File: src/shared/rtie_pkg.sv
// constants and types shared by the rx threshold and interrupt enable block
package rtie_pkg;

	////////////////////////////////////////////////////////////////////////////////
	// register indices (byte address is four times the index)
	localparam logic [9:0] RTIE_IDX_THRESHOLD = 10'h08E;
	localparam logic [9:0] RTIE_IDX_ENABLE = 10'h090;
	localparam logic [9:0] RTIE_IDX_STATUS = 10'h092;
	localparam logic [9:0] RTIE_IDX_RXQ_CTRL = 10'h098;
	localparam logic [9:0] RTIE_IDX_CLEAR = 10'h09A;
	localparam logic [9:0] RTIE_IDX_PENDING = 10'h09C;

	localparam int RTIE_ADDR_W = 12;
	localparam logic [11:0] RTIE_ADDR_THRESHOLD = {RTIE_IDX_THRESHOLD, 2'b00};
	localparam logic [11:0] RTIE_ADDR_ENABLE = {RTIE_IDX_ENABLE, 2'b00};
	localparam logic [11:0] RTIE_ADDR_STATUS = {RTIE_IDX_STATUS, 2'b00};
	localparam logic [11:0] RTIE_ADDR_RXQ_CTRL = {RTIE_IDX_RXQ_CTRL, 2'b00};
	localparam logic [11:0] RTIE_ADDR_CLEAR = {RTIE_IDX_CLEAR, 2'b00};
	localparam logic [11:0] RTIE_ADDR_PENDING = {RTIE_IDX_PENDING, 2'b00};

	////////////////////////////////////////////////////////////////////////////////
	// bit positions shared by status, enable, clear and pending
	localparam int RTIE_BIT_LINK_CHANGE = 15;
	localparam int RTIE_BIT_TX_DONE = 14;
	localparam int RTIE_BIT_FRAME_RX = 13;
	localparam int RTIE_BIT_RX_OVERRUN = 11;
	localparam int RTIE_BIT_TX_STOPPED = 9;
	localparam int RTIE_BIT_RX_STOPPED = 8;
	localparam int RTIE_BIT_TX_SPACE = 6;
	localparam int RTIE_BIT_WAKEUP_FRAME = 5;
	localparam int RTIE_BIT_MAGIC_PACKET = 4;
	localparam int RTIE_BIT_LINKUP = 3;
	localparam int RTIE_BIT_ENERGY = 2;
	localparam int RTIE_BIT_RESERVED_RO = 1;
	localparam int RTIE_BIT_DELAYED_ENERGY = 0;

	// threshold compare enable inside the receive queue control register
	localparam int RTIE_BIT_RXQ_THR_EN = 6;

	////////////////////////////////////////////////////////////////////////////////
	// reset values and masks
	localparam logic [15:0] RTIE_THRESHOLD_RST = 16'h0000;
	localparam logic [15:0] RTIE_ENABLE_RST = 16'h0000;
	localparam logic [15:0] RTIE_STATUS_RST = 16'h0300;
	localparam logic [15:0] RTIE_RXQ_CTRL_RST = 16'h0000;
	localparam logic [15:0] RTIE_ENABLE_WMASK = 16'hFFFD;
	localparam logic [15:0] RTIE_SOURCE_MASK = 16'hEB7D;
	localparam logic [15:0] RTIE_RXQ_CTRL_MASK = 16'h0040;
	localparam logic [31:0] RTIE_RDATA_RST = 32'h0000_0000;

	////////////////////////////////////////////////////////////////////////////////
	// state of the sticky status bank
	typedef struct packed {
		logic [15:0] bits;
	} rtie_sticky_state_t;

endpackage

File: src/hdl/rtie_sticky.sv
// sticky interrupt status bank with write-one-to-clear
`timescale 1ns/10ps
module rtie_sticky import rtie_pkg::*; (
	input wire logic mclk,
	input wire logic rst_n,
	input wire logic [15:0] set_vec,
	input wire logic [15:0] clr_vec,
	output logic [15:0] status
);

	rtie_sticky_state_t state_reg;
	rtie_sticky_state_t state_next;
	logic [15:0] bit_next;

	////////////////////////////////////////////////////////////////////////////////
	// per bit: a set in the clearing cycle wins; unused positions stay zero
	genvar gi;
	generate
		for (gi = 0; gi < 16; gi++) begin : g_bit
			assign bit_next[gi] = RTIE_SOURCE_MASK[gi] &
				(set_vec[gi] | (state_reg.bits[gi] & ~clr_vec[gi]));
		end
	endgenerate

	always_comb begin
		state_next = state_reg;
		state_next.bits = bit_next;
	end

	always_ff @(posedge mclk or negedge rst_n) begin
		if (!rst_n) begin
			state_reg <= '{bits: RTIE_STATUS_RST};
		end else begin
			state_reg <= state_next;
		end
	end

	assign status = state_reg.bits;

endmodule // rtie_sticky

File: src/hdl/rtie_top.sv
// rx byte-count threshold and interrupt enable logic behind an apb slave
//
// Overview of operation
// - sixteen-bit read/write receive byte threshold, counted in bytes, resets to zero.
// - with queue control bit 6 set, count going from not above to above threshold sets status bit 13, once per crossing.
// - enable bit 15 passes or blocks the link change interrupt.
// - enable bit 14 passes or blocks the transmit done interrupt.
// - enable bit 13 passes or blocks the frame received interrupt.
// - enable bit 11 passes or blocks the receive overrun interrupt.
// - enable bit 9 passes or blocks the transmit stopped interrupt.
// - enable bit 8 passes or blocks the receive stopped interrupt.
// - enable bit 6 passes or blocks the transmit space available interrupt.
// - enable bit 5 passes or blocks the wake-up frame interrupt.
// - enable bit 4 passes or blocks the magic packet interrupt.
// - enable bit 3 passes or blocks the linkup wake interrupt.
// - enable bit 2 passes or blocks the energy detect wake interrupt.
// - enable bit 0 passes or blocks the delayed energy detect interrupt.
// - delayed energy detect interrupt waits until host access is ready.
// - interrupt output is high while any status bit and its enable are set, for bit 0 only while host access is ready.
// - reads leave status untouched; writing one clears a status bit.
//
// The APB register port is this design's own decision.
`timescale 1ns/10ps
module rtie_top import rtie_pkg::*; (
	input wire logic mclk,
	input wire logic rst_n,
	// apb slave
	input wire logic [11:0] paddr,
	input wire logic psel,
	input wire logic penable,
	input wire logic pwrite,
	input wire logic [31:0] pwdata,
	input wire logic [3:0] pstrb,
	output logic [31:0] prdata,
	output logic pready,
	output logic pslverr,
	// event pulses from the controller core
	input wire logic evt_link_change,
	input wire logic evt_tx_done,
	input wire logic evt_frame_rx,
	input wire logic evt_rx_overrun,
	input wire logic evt_tx_stopped,
	input wire logic evt_rx_stopped,
	input wire logic evt_tx_space,
	input wire logic evt_wakeup_frame,
	input wire logic evt_magic_packet,
	input wire logic evt_linkup,
	input wire logic evt_energy,
	input wire logic evt_delayed_energy,
	// device state
	input wire logic host_access_ready,
	input wire logic [15:0] rxq_byte_count,
	// interrupt
	output logic irq
);

	////////////////////////////////////////////////////////////////////////////////
	// state

	typedef struct packed {
		logic [15:0] threshold;
		logic [15:0] enable;
		logic [15:0] rxq_ctrl;
		logic above_prev;
		logic [31:0] rdata;
		logic err;
	} rtie_top_state_t;

	rtie_top_state_t state_reg;
	rtie_top_state_t state_next;

	logic [15:0] status;
	logic [15:0] set_vec;
	logic [15:0] clr_vec;
	logic [15:0] irq_src;
	logic [15:0] pending;
	logic [15:0] wmask;
	logic setup_phase;
	logic access_phase;
	logic wr_access;
	logic aligned;
	logic hit_threshold;
	logic hit_enable;
	logic hit_status;
	logic hit_rxq_ctrl;
	logic hit_clear;
	logic hit_pending;
	logic mapped;
	logic above_now;
	logic thr_crossed;

	////////////////////////////////////////////////////////////////////////////////
	// apb phase and address decode

	assign setup_phase = psel & ~penable;
	assign access_phase = psel & penable;
	// zero wait states: every access completes in its first access cycle
	assign pready = 1'b1;
	assign wr_access = access_phase & pready & pwrite;

	assign aligned = (paddr[1:0] == 2'b00);
	assign hit_threshold = aligned & (paddr == RTIE_ADDR_THRESHOLD);
	assign hit_enable = aligned & (paddr == RTIE_ADDR_ENABLE);
	assign hit_status = aligned & (paddr == RTIE_ADDR_STATUS);
	assign hit_rxq_ctrl = aligned & (paddr == RTIE_ADDR_RXQ_CTRL);
	assign hit_clear = aligned & (paddr == RTIE_ADDR_CLEAR);
	assign hit_pending = aligned & (paddr == RTIE_ADDR_PENDING);
	assign mapped = hit_threshold | hit_enable | hit_status | hit_rxq_ctrl |
		hit_clear | hit_pending;

	// byte lanes of the low halfword
	assign wmask = {{8{pstrb[1]}}, {8{pstrb[0]}}};

	////////////////////////////////////////////////////////////////////////////////
	// receive byte count threshold compare

	// edge of the compare so one crossing gives one status event
	assign above_now = state_reg.rxq_ctrl[RTIE_BIT_RXQ_THR_EN] &
		(rxq_byte_count > state_reg.threshold);
	assign thr_crossed = above_now & ~state_reg.above_prev;

	////////////////////////////////////////////////////////////////////////////////
	// event collection into the status bank

	always_comb begin
		set_vec = 16'h0000;
		set_vec[RTIE_BIT_LINK_CHANGE] = evt_link_change;
		set_vec[RTIE_BIT_TX_DONE] = evt_tx_done;
		set_vec[RTIE_BIT_FRAME_RX] = evt_frame_rx | thr_crossed;
		set_vec[RTIE_BIT_RX_OVERRUN] = evt_rx_overrun;
		set_vec[RTIE_BIT_TX_STOPPED] = evt_tx_stopped;
		set_vec[RTIE_BIT_RX_STOPPED] = evt_rx_stopped;
		set_vec[RTIE_BIT_TX_SPACE] = evt_tx_space;
		set_vec[RTIE_BIT_WAKEUP_FRAME] = evt_wakeup_frame;
		set_vec[RTIE_BIT_MAGIC_PACKET] = evt_magic_packet;
		set_vec[RTIE_BIT_LINKUP] = evt_linkup;
		set_vec[RTIE_BIT_ENERGY] = evt_energy;
		set_vec[RTIE_BIT_DELAYED_ENERGY] = evt_delayed_energy;
	end

	// write one to clear, through the status word or the clear word
	always_comb begin
		clr_vec = 16'h0000;
		if (wr_access && (hit_status || hit_clear)) begin
			clr_vec = pwdata[15:0] & wmask;
		end
	end

	rtie_sticky u_sticky (
		.mclk(mclk),
		.rst_n(rst_n),
		.set_vec(set_vec),
		.clr_vec(clr_vec),
		.status(status)
	);

	////////////////////////////////////////////////////////////////////////////////
	// enable gating onto the interrupt output

	always_comb begin
		irq_src = 16'h0000;
		irq_src[RTIE_BIT_LINK_CHANGE] = status[RTIE_BIT_LINK_CHANGE] &
			state_reg.enable[RTIE_BIT_LINK_CHANGE];
		irq_src[RTIE_BIT_TX_DONE] = status[RTIE_BIT_TX_DONE] &
			state_reg.enable[RTIE_BIT_TX_DONE];
		irq_src[RTIE_BIT_FRAME_RX] = status[RTIE_BIT_FRAME_RX] &
			state_reg.enable[RTIE_BIT_FRAME_RX];
		irq_src[RTIE_BIT_RX_OVERRUN] = status[RTIE_BIT_RX_OVERRUN] &
			state_reg.enable[RTIE_BIT_RX_OVERRUN];
		irq_src[RTIE_BIT_TX_STOPPED] = status[RTIE_BIT_TX_STOPPED] &
			state_reg.enable[RTIE_BIT_TX_STOPPED];
		irq_src[RTIE_BIT_RX_STOPPED] = status[RTIE_BIT_RX_STOPPED] &
			state_reg.enable[RTIE_BIT_RX_STOPPED];
		irq_src[RTIE_BIT_TX_SPACE] = status[RTIE_BIT_TX_SPACE] &
			state_reg.enable[RTIE_BIT_TX_SPACE];
		irq_src[RTIE_BIT_WAKEUP_FRAME] = status[RTIE_BIT_WAKEUP_FRAME] &
			state_reg.enable[RTIE_BIT_WAKEUP_FRAME];
		irq_src[RTIE_BIT_MAGIC_PACKET] = status[RTIE_BIT_MAGIC_PACKET] &
			state_reg.enable[RTIE_BIT_MAGIC_PACKET];
		irq_src[RTIE_BIT_LINKUP] = status[RTIE_BIT_LINKUP] &
			state_reg.enable[RTIE_BIT_LINKUP];
		irq_src[RTIE_BIT_ENERGY] = status[RTIE_BIT_ENERGY] &
			state_reg.enable[RTIE_BIT_ENERGY];
		// held back until the host may touch registers
		irq_src[RTIE_BIT_DELAYED_ENERGY] = status[RTIE_BIT_DELAYED_ENERGY] &
			state_reg.enable[RTIE_BIT_DELAYED_ENERGY] &
			host_access_ready;
	end

	// reserved positions are never sources, whatever their enable holds
	assign pending = irq_src & RTIE_SOURCE_MASK;
	assign irq = |pending;

	////////////////////////////////////////////////////////////////////////////////
	// register writes, read data capture

	always_comb begin
		state_next = state_reg;
		state_next.above_prev = above_now;

		if (wr_access && hit_threshold) begin
			state_next.threshold = (state_reg.threshold & ~wmask) |
				(pwdata[15:0] & wmask);
		end

		if (wr_access && hit_enable) begin
			// bit 1 has no storage and so reads back as zero
			state_next.enable = ((state_reg.enable & ~wmask) |
				(pwdata[15:0] & wmask)) & RTIE_ENABLE_WMASK;
		end

		if (wr_access && hit_rxq_ctrl) begin
			state_next.rxq_ctrl = ((state_reg.rxq_ctrl & ~wmask) |
				(pwdata[15:0] & wmask)) & RTIE_RXQ_CTRL_MASK;
		end

		// read data is latched in the setup cycle and shown in the access cycle
		if (setup_phase) begin
			state_next.err = ~mapped;
			state_next.rdata = RTIE_RDATA_RST;
			if (!pwrite) begin
				unique case (1'b1)
					hit_threshold: begin
						state_next.rdata = {16'h0000, state_reg.threshold};
					end
					hit_enable: begin
						state_next.rdata = {16'h0000, state_reg.enable};
					end
					hit_status: begin
						// reading has no side effect on the sticky bits
						state_next.rdata = {16'h0000, status};
					end
					hit_rxq_ctrl: begin
						state_next.rdata = {16'h0000, state_reg.rxq_ctrl};
					end
					hit_pending: begin
						state_next.rdata = {16'h0000, pending};
					end
					hit_clear: begin
						state_next.rdata = RTIE_RDATA_RST;
					end
					default: begin
						state_next.rdata = RTIE_RDATA_RST;
					end
				endcase
			end
		end
	end

	always_ff @(posedge mclk or negedge rst_n) begin
		if (!rst_n) begin
			state_reg <= '{
				threshold: RTIE_THRESHOLD_RST,
				enable: RTIE_ENABLE_RST,
				rxq_ctrl: RTIE_RXQ_CTRL_RST,
				above_prev: 1'b0,
				rdata: RTIE_RDATA_RST,
				err: 1'b0
			};
		end else begin
			state_reg <= state_next;
		end
	end

	////////////////////////////////////////////////////////////////////////////////
	// apb answer

	assign prdata = state_reg.rdata;
	assign pslverr = access_phase & state_reg.err;

endmodule // rtie_top

File: config.mk
export PLATFORM = sky130hd
export DESIGN_NAME = rtie_top
export DESIGN_NICKNAME = d
export VERILOG_FILES = /design/src/shared/rtie_pkg.sv /design/src/hdl/rtie_sticky.sv /design/src/hdl/rtie_top.sv
export SDC_FILE = /design/constraint.sdc
export NUM_CORES = 1
export LEC_CHECK = 0
export ABC_AREA = 1
export BUFFER_PORTS_ARGS = -buffer_cell sky130_fd_sc_hd__buf_2
export CAP_MARGIN = 20
export CORE_MARGIN = 4
export CORE_UTILIZATION = 35
export DETAILED_ROUTE_END_ITERATION = 12
export GPL_ROUTABILITY_DRIVEN = 0
export SLEW_MARGIN = 10
export SYNTH_ARGS = -nofsm -noshare
export SYNTH_HDL_FRONTEND = slang
export SYNTH_SLANG_ARGS = --single-unit
File: constraint.sdc
create_clock -name mclk -period 1.4 [get_ports mclk]
set_clock_uncertainty 0.2 [all_clocks]
set_input_delay 0.14 -clock mclk [delete_from_list [all_inputs] [get_ports mclk]]
set_output_delay 0.14 -clock mclk [all_outputs]
set_load 0.02 [all_outputs]
======== After elaboration in Yosys (flattened, before gate mapping) ========
Cells that the tools add are included.
W data, S select, Z words.
word-level totals
  input port bits ......................... 82
  output and inout port bits .............. 35
  word-level logic and storage cells ...... 102
  register bits after elaboration ......... 78
operators by class
  reductions and logical operators ........ 7
  multiplexer cells ....................... 3
  $lt $le $gt $ge ......................... 1
  bitwise gates (word level) .............. 78
  equal/unequal tests ..................... 6
operators with widths
  operator                count
  $pmux W16 S5            1
  $eq A12 B10 Y1 const B  6
  $and A16 B16 Y16        3
  $and A1 B1 Y1           37
  $mux W32                1
  $or A16 B16 Y16         2
  $or A1 B1 Y1            18
  $gt A16 B16 Y1          1
  $mux W16                1
  $not A16 Y16            1
  $not A1 Y1              15
  $reduce_or A12 Y1       1
  $and A7 B7 Y7           1
  $or A7 B7 Y7            1
  $logic_and A1 B1 Y1     4
  $logic_not A2 Y1        1
  $logic_or A1 B1 Y1      1

======== Logic depth before layout (Yosys ltp) ========
  word-level depth ........................ 8
  mapped depth ............................ 13

======== Cells and area by module ========
From an unflattened synthesis, not the netlist that was laid out.
second synthesis, totals
  cell total of the unflattened synthesis .. 561
  area total of the unflattened synthesis .. 3982.6 µm²
by module, submodules not included
  module       cells an instance  sequential area each (µm²)  area an instance (µm²)  instances
  rtie_top     496                1251.2                      3465.8                  1
  rtie_sticky  65                 302.8                       516.7                   1

======== Worst setup path after synthesis ========
OpenSTA, ideal clock, no wires.
  path type ............................... reg-to-reg
  from .................................... register (tool-made name)
  to ...................................... register state_reg[33] (netlist bit)
  library setup time ...................... 119 ps
  cell stages (with the launch flop) ...... 8
  path slack .............................. -96 ps
  data arrival time ....................... 1177 ps
  period minus slack after synthesis ...... 1496 ps
  data required time ...................... 1081 ps
  cells stage by stage .................... dfrtp_1 > inv_1 > ha_1 > nand2_1 > nor2_1 > and2_1 > a31oi_1 > and2_1
RTL lines
  element               line             source
  to (signal assigned)  rtie_top.sv:252  state_reg <= '{
  to (signal assigned)  rtie_top.sv:261  state_reg <= state_next;
  to (decl)             rtie_top.sv:69   rtie_top_state_t state_reg;

==> flow_summary.yaml <==
die:
  start_util: 0.361
  ios: 117
  die_w_um: 114
  fp-row-count: 38
  coreArea_um2: 10900
  die_h_um: 114
  die-area_um2: 13000
setup_path:
  ff2ff_setup_slack_ps: -260
  path_class: "reg2out"
  crit_buf_inv: 2
  crit_chain: "inv_2 -> nor2_2 -> a221oi_2 -> nand3_1 -> buf_6"
  slowest_delay_ps: 380
  crit_required_ps: 1060
  start_kind: "flop"
  cp_max_fo: 2
  critPathTopFamily: "flip-flops"
  crit_path_end_kind: "output port"
  cpMaxStageDelayCell: "dfrtp_1"
  crit_arrival_ps: 1400
global_routing:
  grt_pass1_wl_mm: 18.8
  overflow: 0
  grt_use_total: 0.184
  antenna_found_initial: 0
  grt_start_max_net_pins: 63
  grt_pass1_vias: 3938
finish:
  drive_gt1_frac: 0.312
  fin_cells: 852
  fin_nets: 805
  fin_area_um2: 5620
  area_growth_pct: 42.7
  diodes: 0
synthesis:
  yosys-top-cells-count: "nand2_1 (141), inv_1 (98), dfrtp_1 (60), o21ai_0 (50), nand3_1 (46)"
  synth_flop_cell: "dfrtp_1"
  ys_seq_area_frac: 0.394
  synth_area_um2: 3940
  synthTopCellsByArea: "dfrtp_1 (38%), nand2_1 (13%), inv_1 (9.3%)"
  synth-edff-count: 0
  async_reset_ff_frac: 1.00
  synth.avg_cell_area_um2: 7.30
  yosysMostFrequentCell: "nand2_1"
  post-synth-top-area-cell: "dfrtp_1"
  synth.top_cell.area_share: 0.381
  synth.distinct_cells: 30
  syn_inst: 540
  synth_warnings: 0
  synth_seq_cells: 62
routing:
  wl_per_cell_um: 13.9
  vias: 3969
  initialDrtViolationCount: 246
  ant_nets: 0
  totalWireLength_mm: 11.8
  detail_route.vias_per_cell: 4.66
  drc: 0
  first_pass_iters: 6
power_and_ir_drop:
  pwr_density_cell_nw_per_um2: 808
  p_seq_frac: 0.396
  combinationalPowerShare: 0.105
  sw_frac_of_total: 0.236
  peakVddDrop_mv: 0.601
  cellLeakagePower_nw: 2.98
  intPower_mw: 3.47
  power_frac_clock: 0.499
  p_sw_mw: 1.07
placed_design:
  placed_area_um2: 4820
  hpwlAfterDp_mm: 8.85
  numPortBuffers: 81
  place_inst: 803
status:
  status: "finished, violations left"
  violations: "negative setup slack"
clock_tree:
  cts_tree: "built"
  clock-root-buffer: "clkbuf_16"
  clk_latency_ps: 340
  cts_sinks: 62
  cts_buffers: 9
  cts_htree_levels: 3
  clock_path_buffers: 2
  clk_pin_slew_worst_paths_ps: 50
timing:
  hold_ws_ps: 61.4
  fmax_mhz: 575
  hold_viol: 0
  rsz0062_at_grt: "true"
  setup_viol: 3
  fin_crit_sh: 1.24
  post-route-min-period_ps: 1740
  setup_ws_ps: -338
  slew_viol_final: 0
run:
  max_cap_violations: 0
worst_hold_path:
  hp-class: "in2reg"
[placed cells by master (no fill, tap or decap), drive strengths merged, types with 16 or more instances in the layout]
cell type,instances
nand3,48
ha,16
nand2,144
inv,99
dlygate4sd3,30
conb,17
o21ai,50
nor2,36
dfrtp,60
buf,156
[area by class of cell]
class / count / area [µm²]
repair buffers: 186 / 1300
well taps: 140 / 175
inverters: 99 / 372
clock buffers: 12 / 256
multi-input cells: 349 / 1920
fillers: 1065 / 5310
flip-flops and latches: 62 / 1550
clock inverters: 4 / 45.0
[what timing repair did]
action                     in CTS  in global routing
cloned                          0                  0
setup endpoints to repair       3                 29
buffers inserted                1                  2
resized for setup              21                 21
hold buffers                   30                  0
hold endpoints to repair      107                  0
pin swaps                      11                  9
[stage by stage]
step | total power [mW] | worst slack (ps) | utilization | setup TNS [ps]
floorplan | 2.04 | -89.1 | - | -203
global placement | 2.20 | -393 | 0.441 | -9180
detailed placement | 2.21 | -437 | 0.441 | -11380
CTS | 4.56 | -356 | 0.505 | -855
global route | 4.71 | -425 | 0.514 | -1060
finish | 4.55 | -338 | 0.514 | -853
[power by group through the flow]
stage	registers, mW	clock network (mW)	logic, mW
global route	1.80	2.38	0.527
detailed placement	1.83	0	0.380
floorplan	1.83	0	0.204
global placement	1.83	0	0.373
finish	1.80	2.27	0.476
CTS	1.80	2.30	0.457
[kinds of logic (layout without fill, tap and decap cells)]
family,after synthesis,count (layout),synth area share
compound gates,73,73,0.100
fa+ha+maj,16,16,0.0508
buf+inv,144,301,0.176
flops,62,62,0.394
other cells,2,17,0.00190
simple gates,243,243,0.277
[worst min-delay path, delay by kind of cell]
kind | cells | cell delay, ps
AOI/OAI and AO/OA | 1 | 100
buffers and inverters | 1 | 120
and+or+nand+nor | 1 | 180
[worst paths after layout]
check / start / cells past startpoint / end
min in group asynchronous: rst_n / 3 / asynchronous set/reset pin
max in group asynchronous: rst_n / 3 / u_sticky.status[9]
worst min-delay path: pstrb[1] / 3 / flop
worst min register to register: prdata[9] / 2 / prdata[9]
worst max register to register: flop / 7 / state_reg[33]
worst max-delay path: flop / 5 / irq
[metal layers]
metal	vias to the layer above	share of wire	wire (µm)	GRT usage
met4	0	0.026	307	0.0831
li1	1977	-	-	-
met3	25	0.059	698	0.0338
met5	-	0	0	0
met2	144	0.49	5740	0.312
met1	1823	0.43	5060	0.228
No activity file was read; power rests on OpenSTA's default activity.
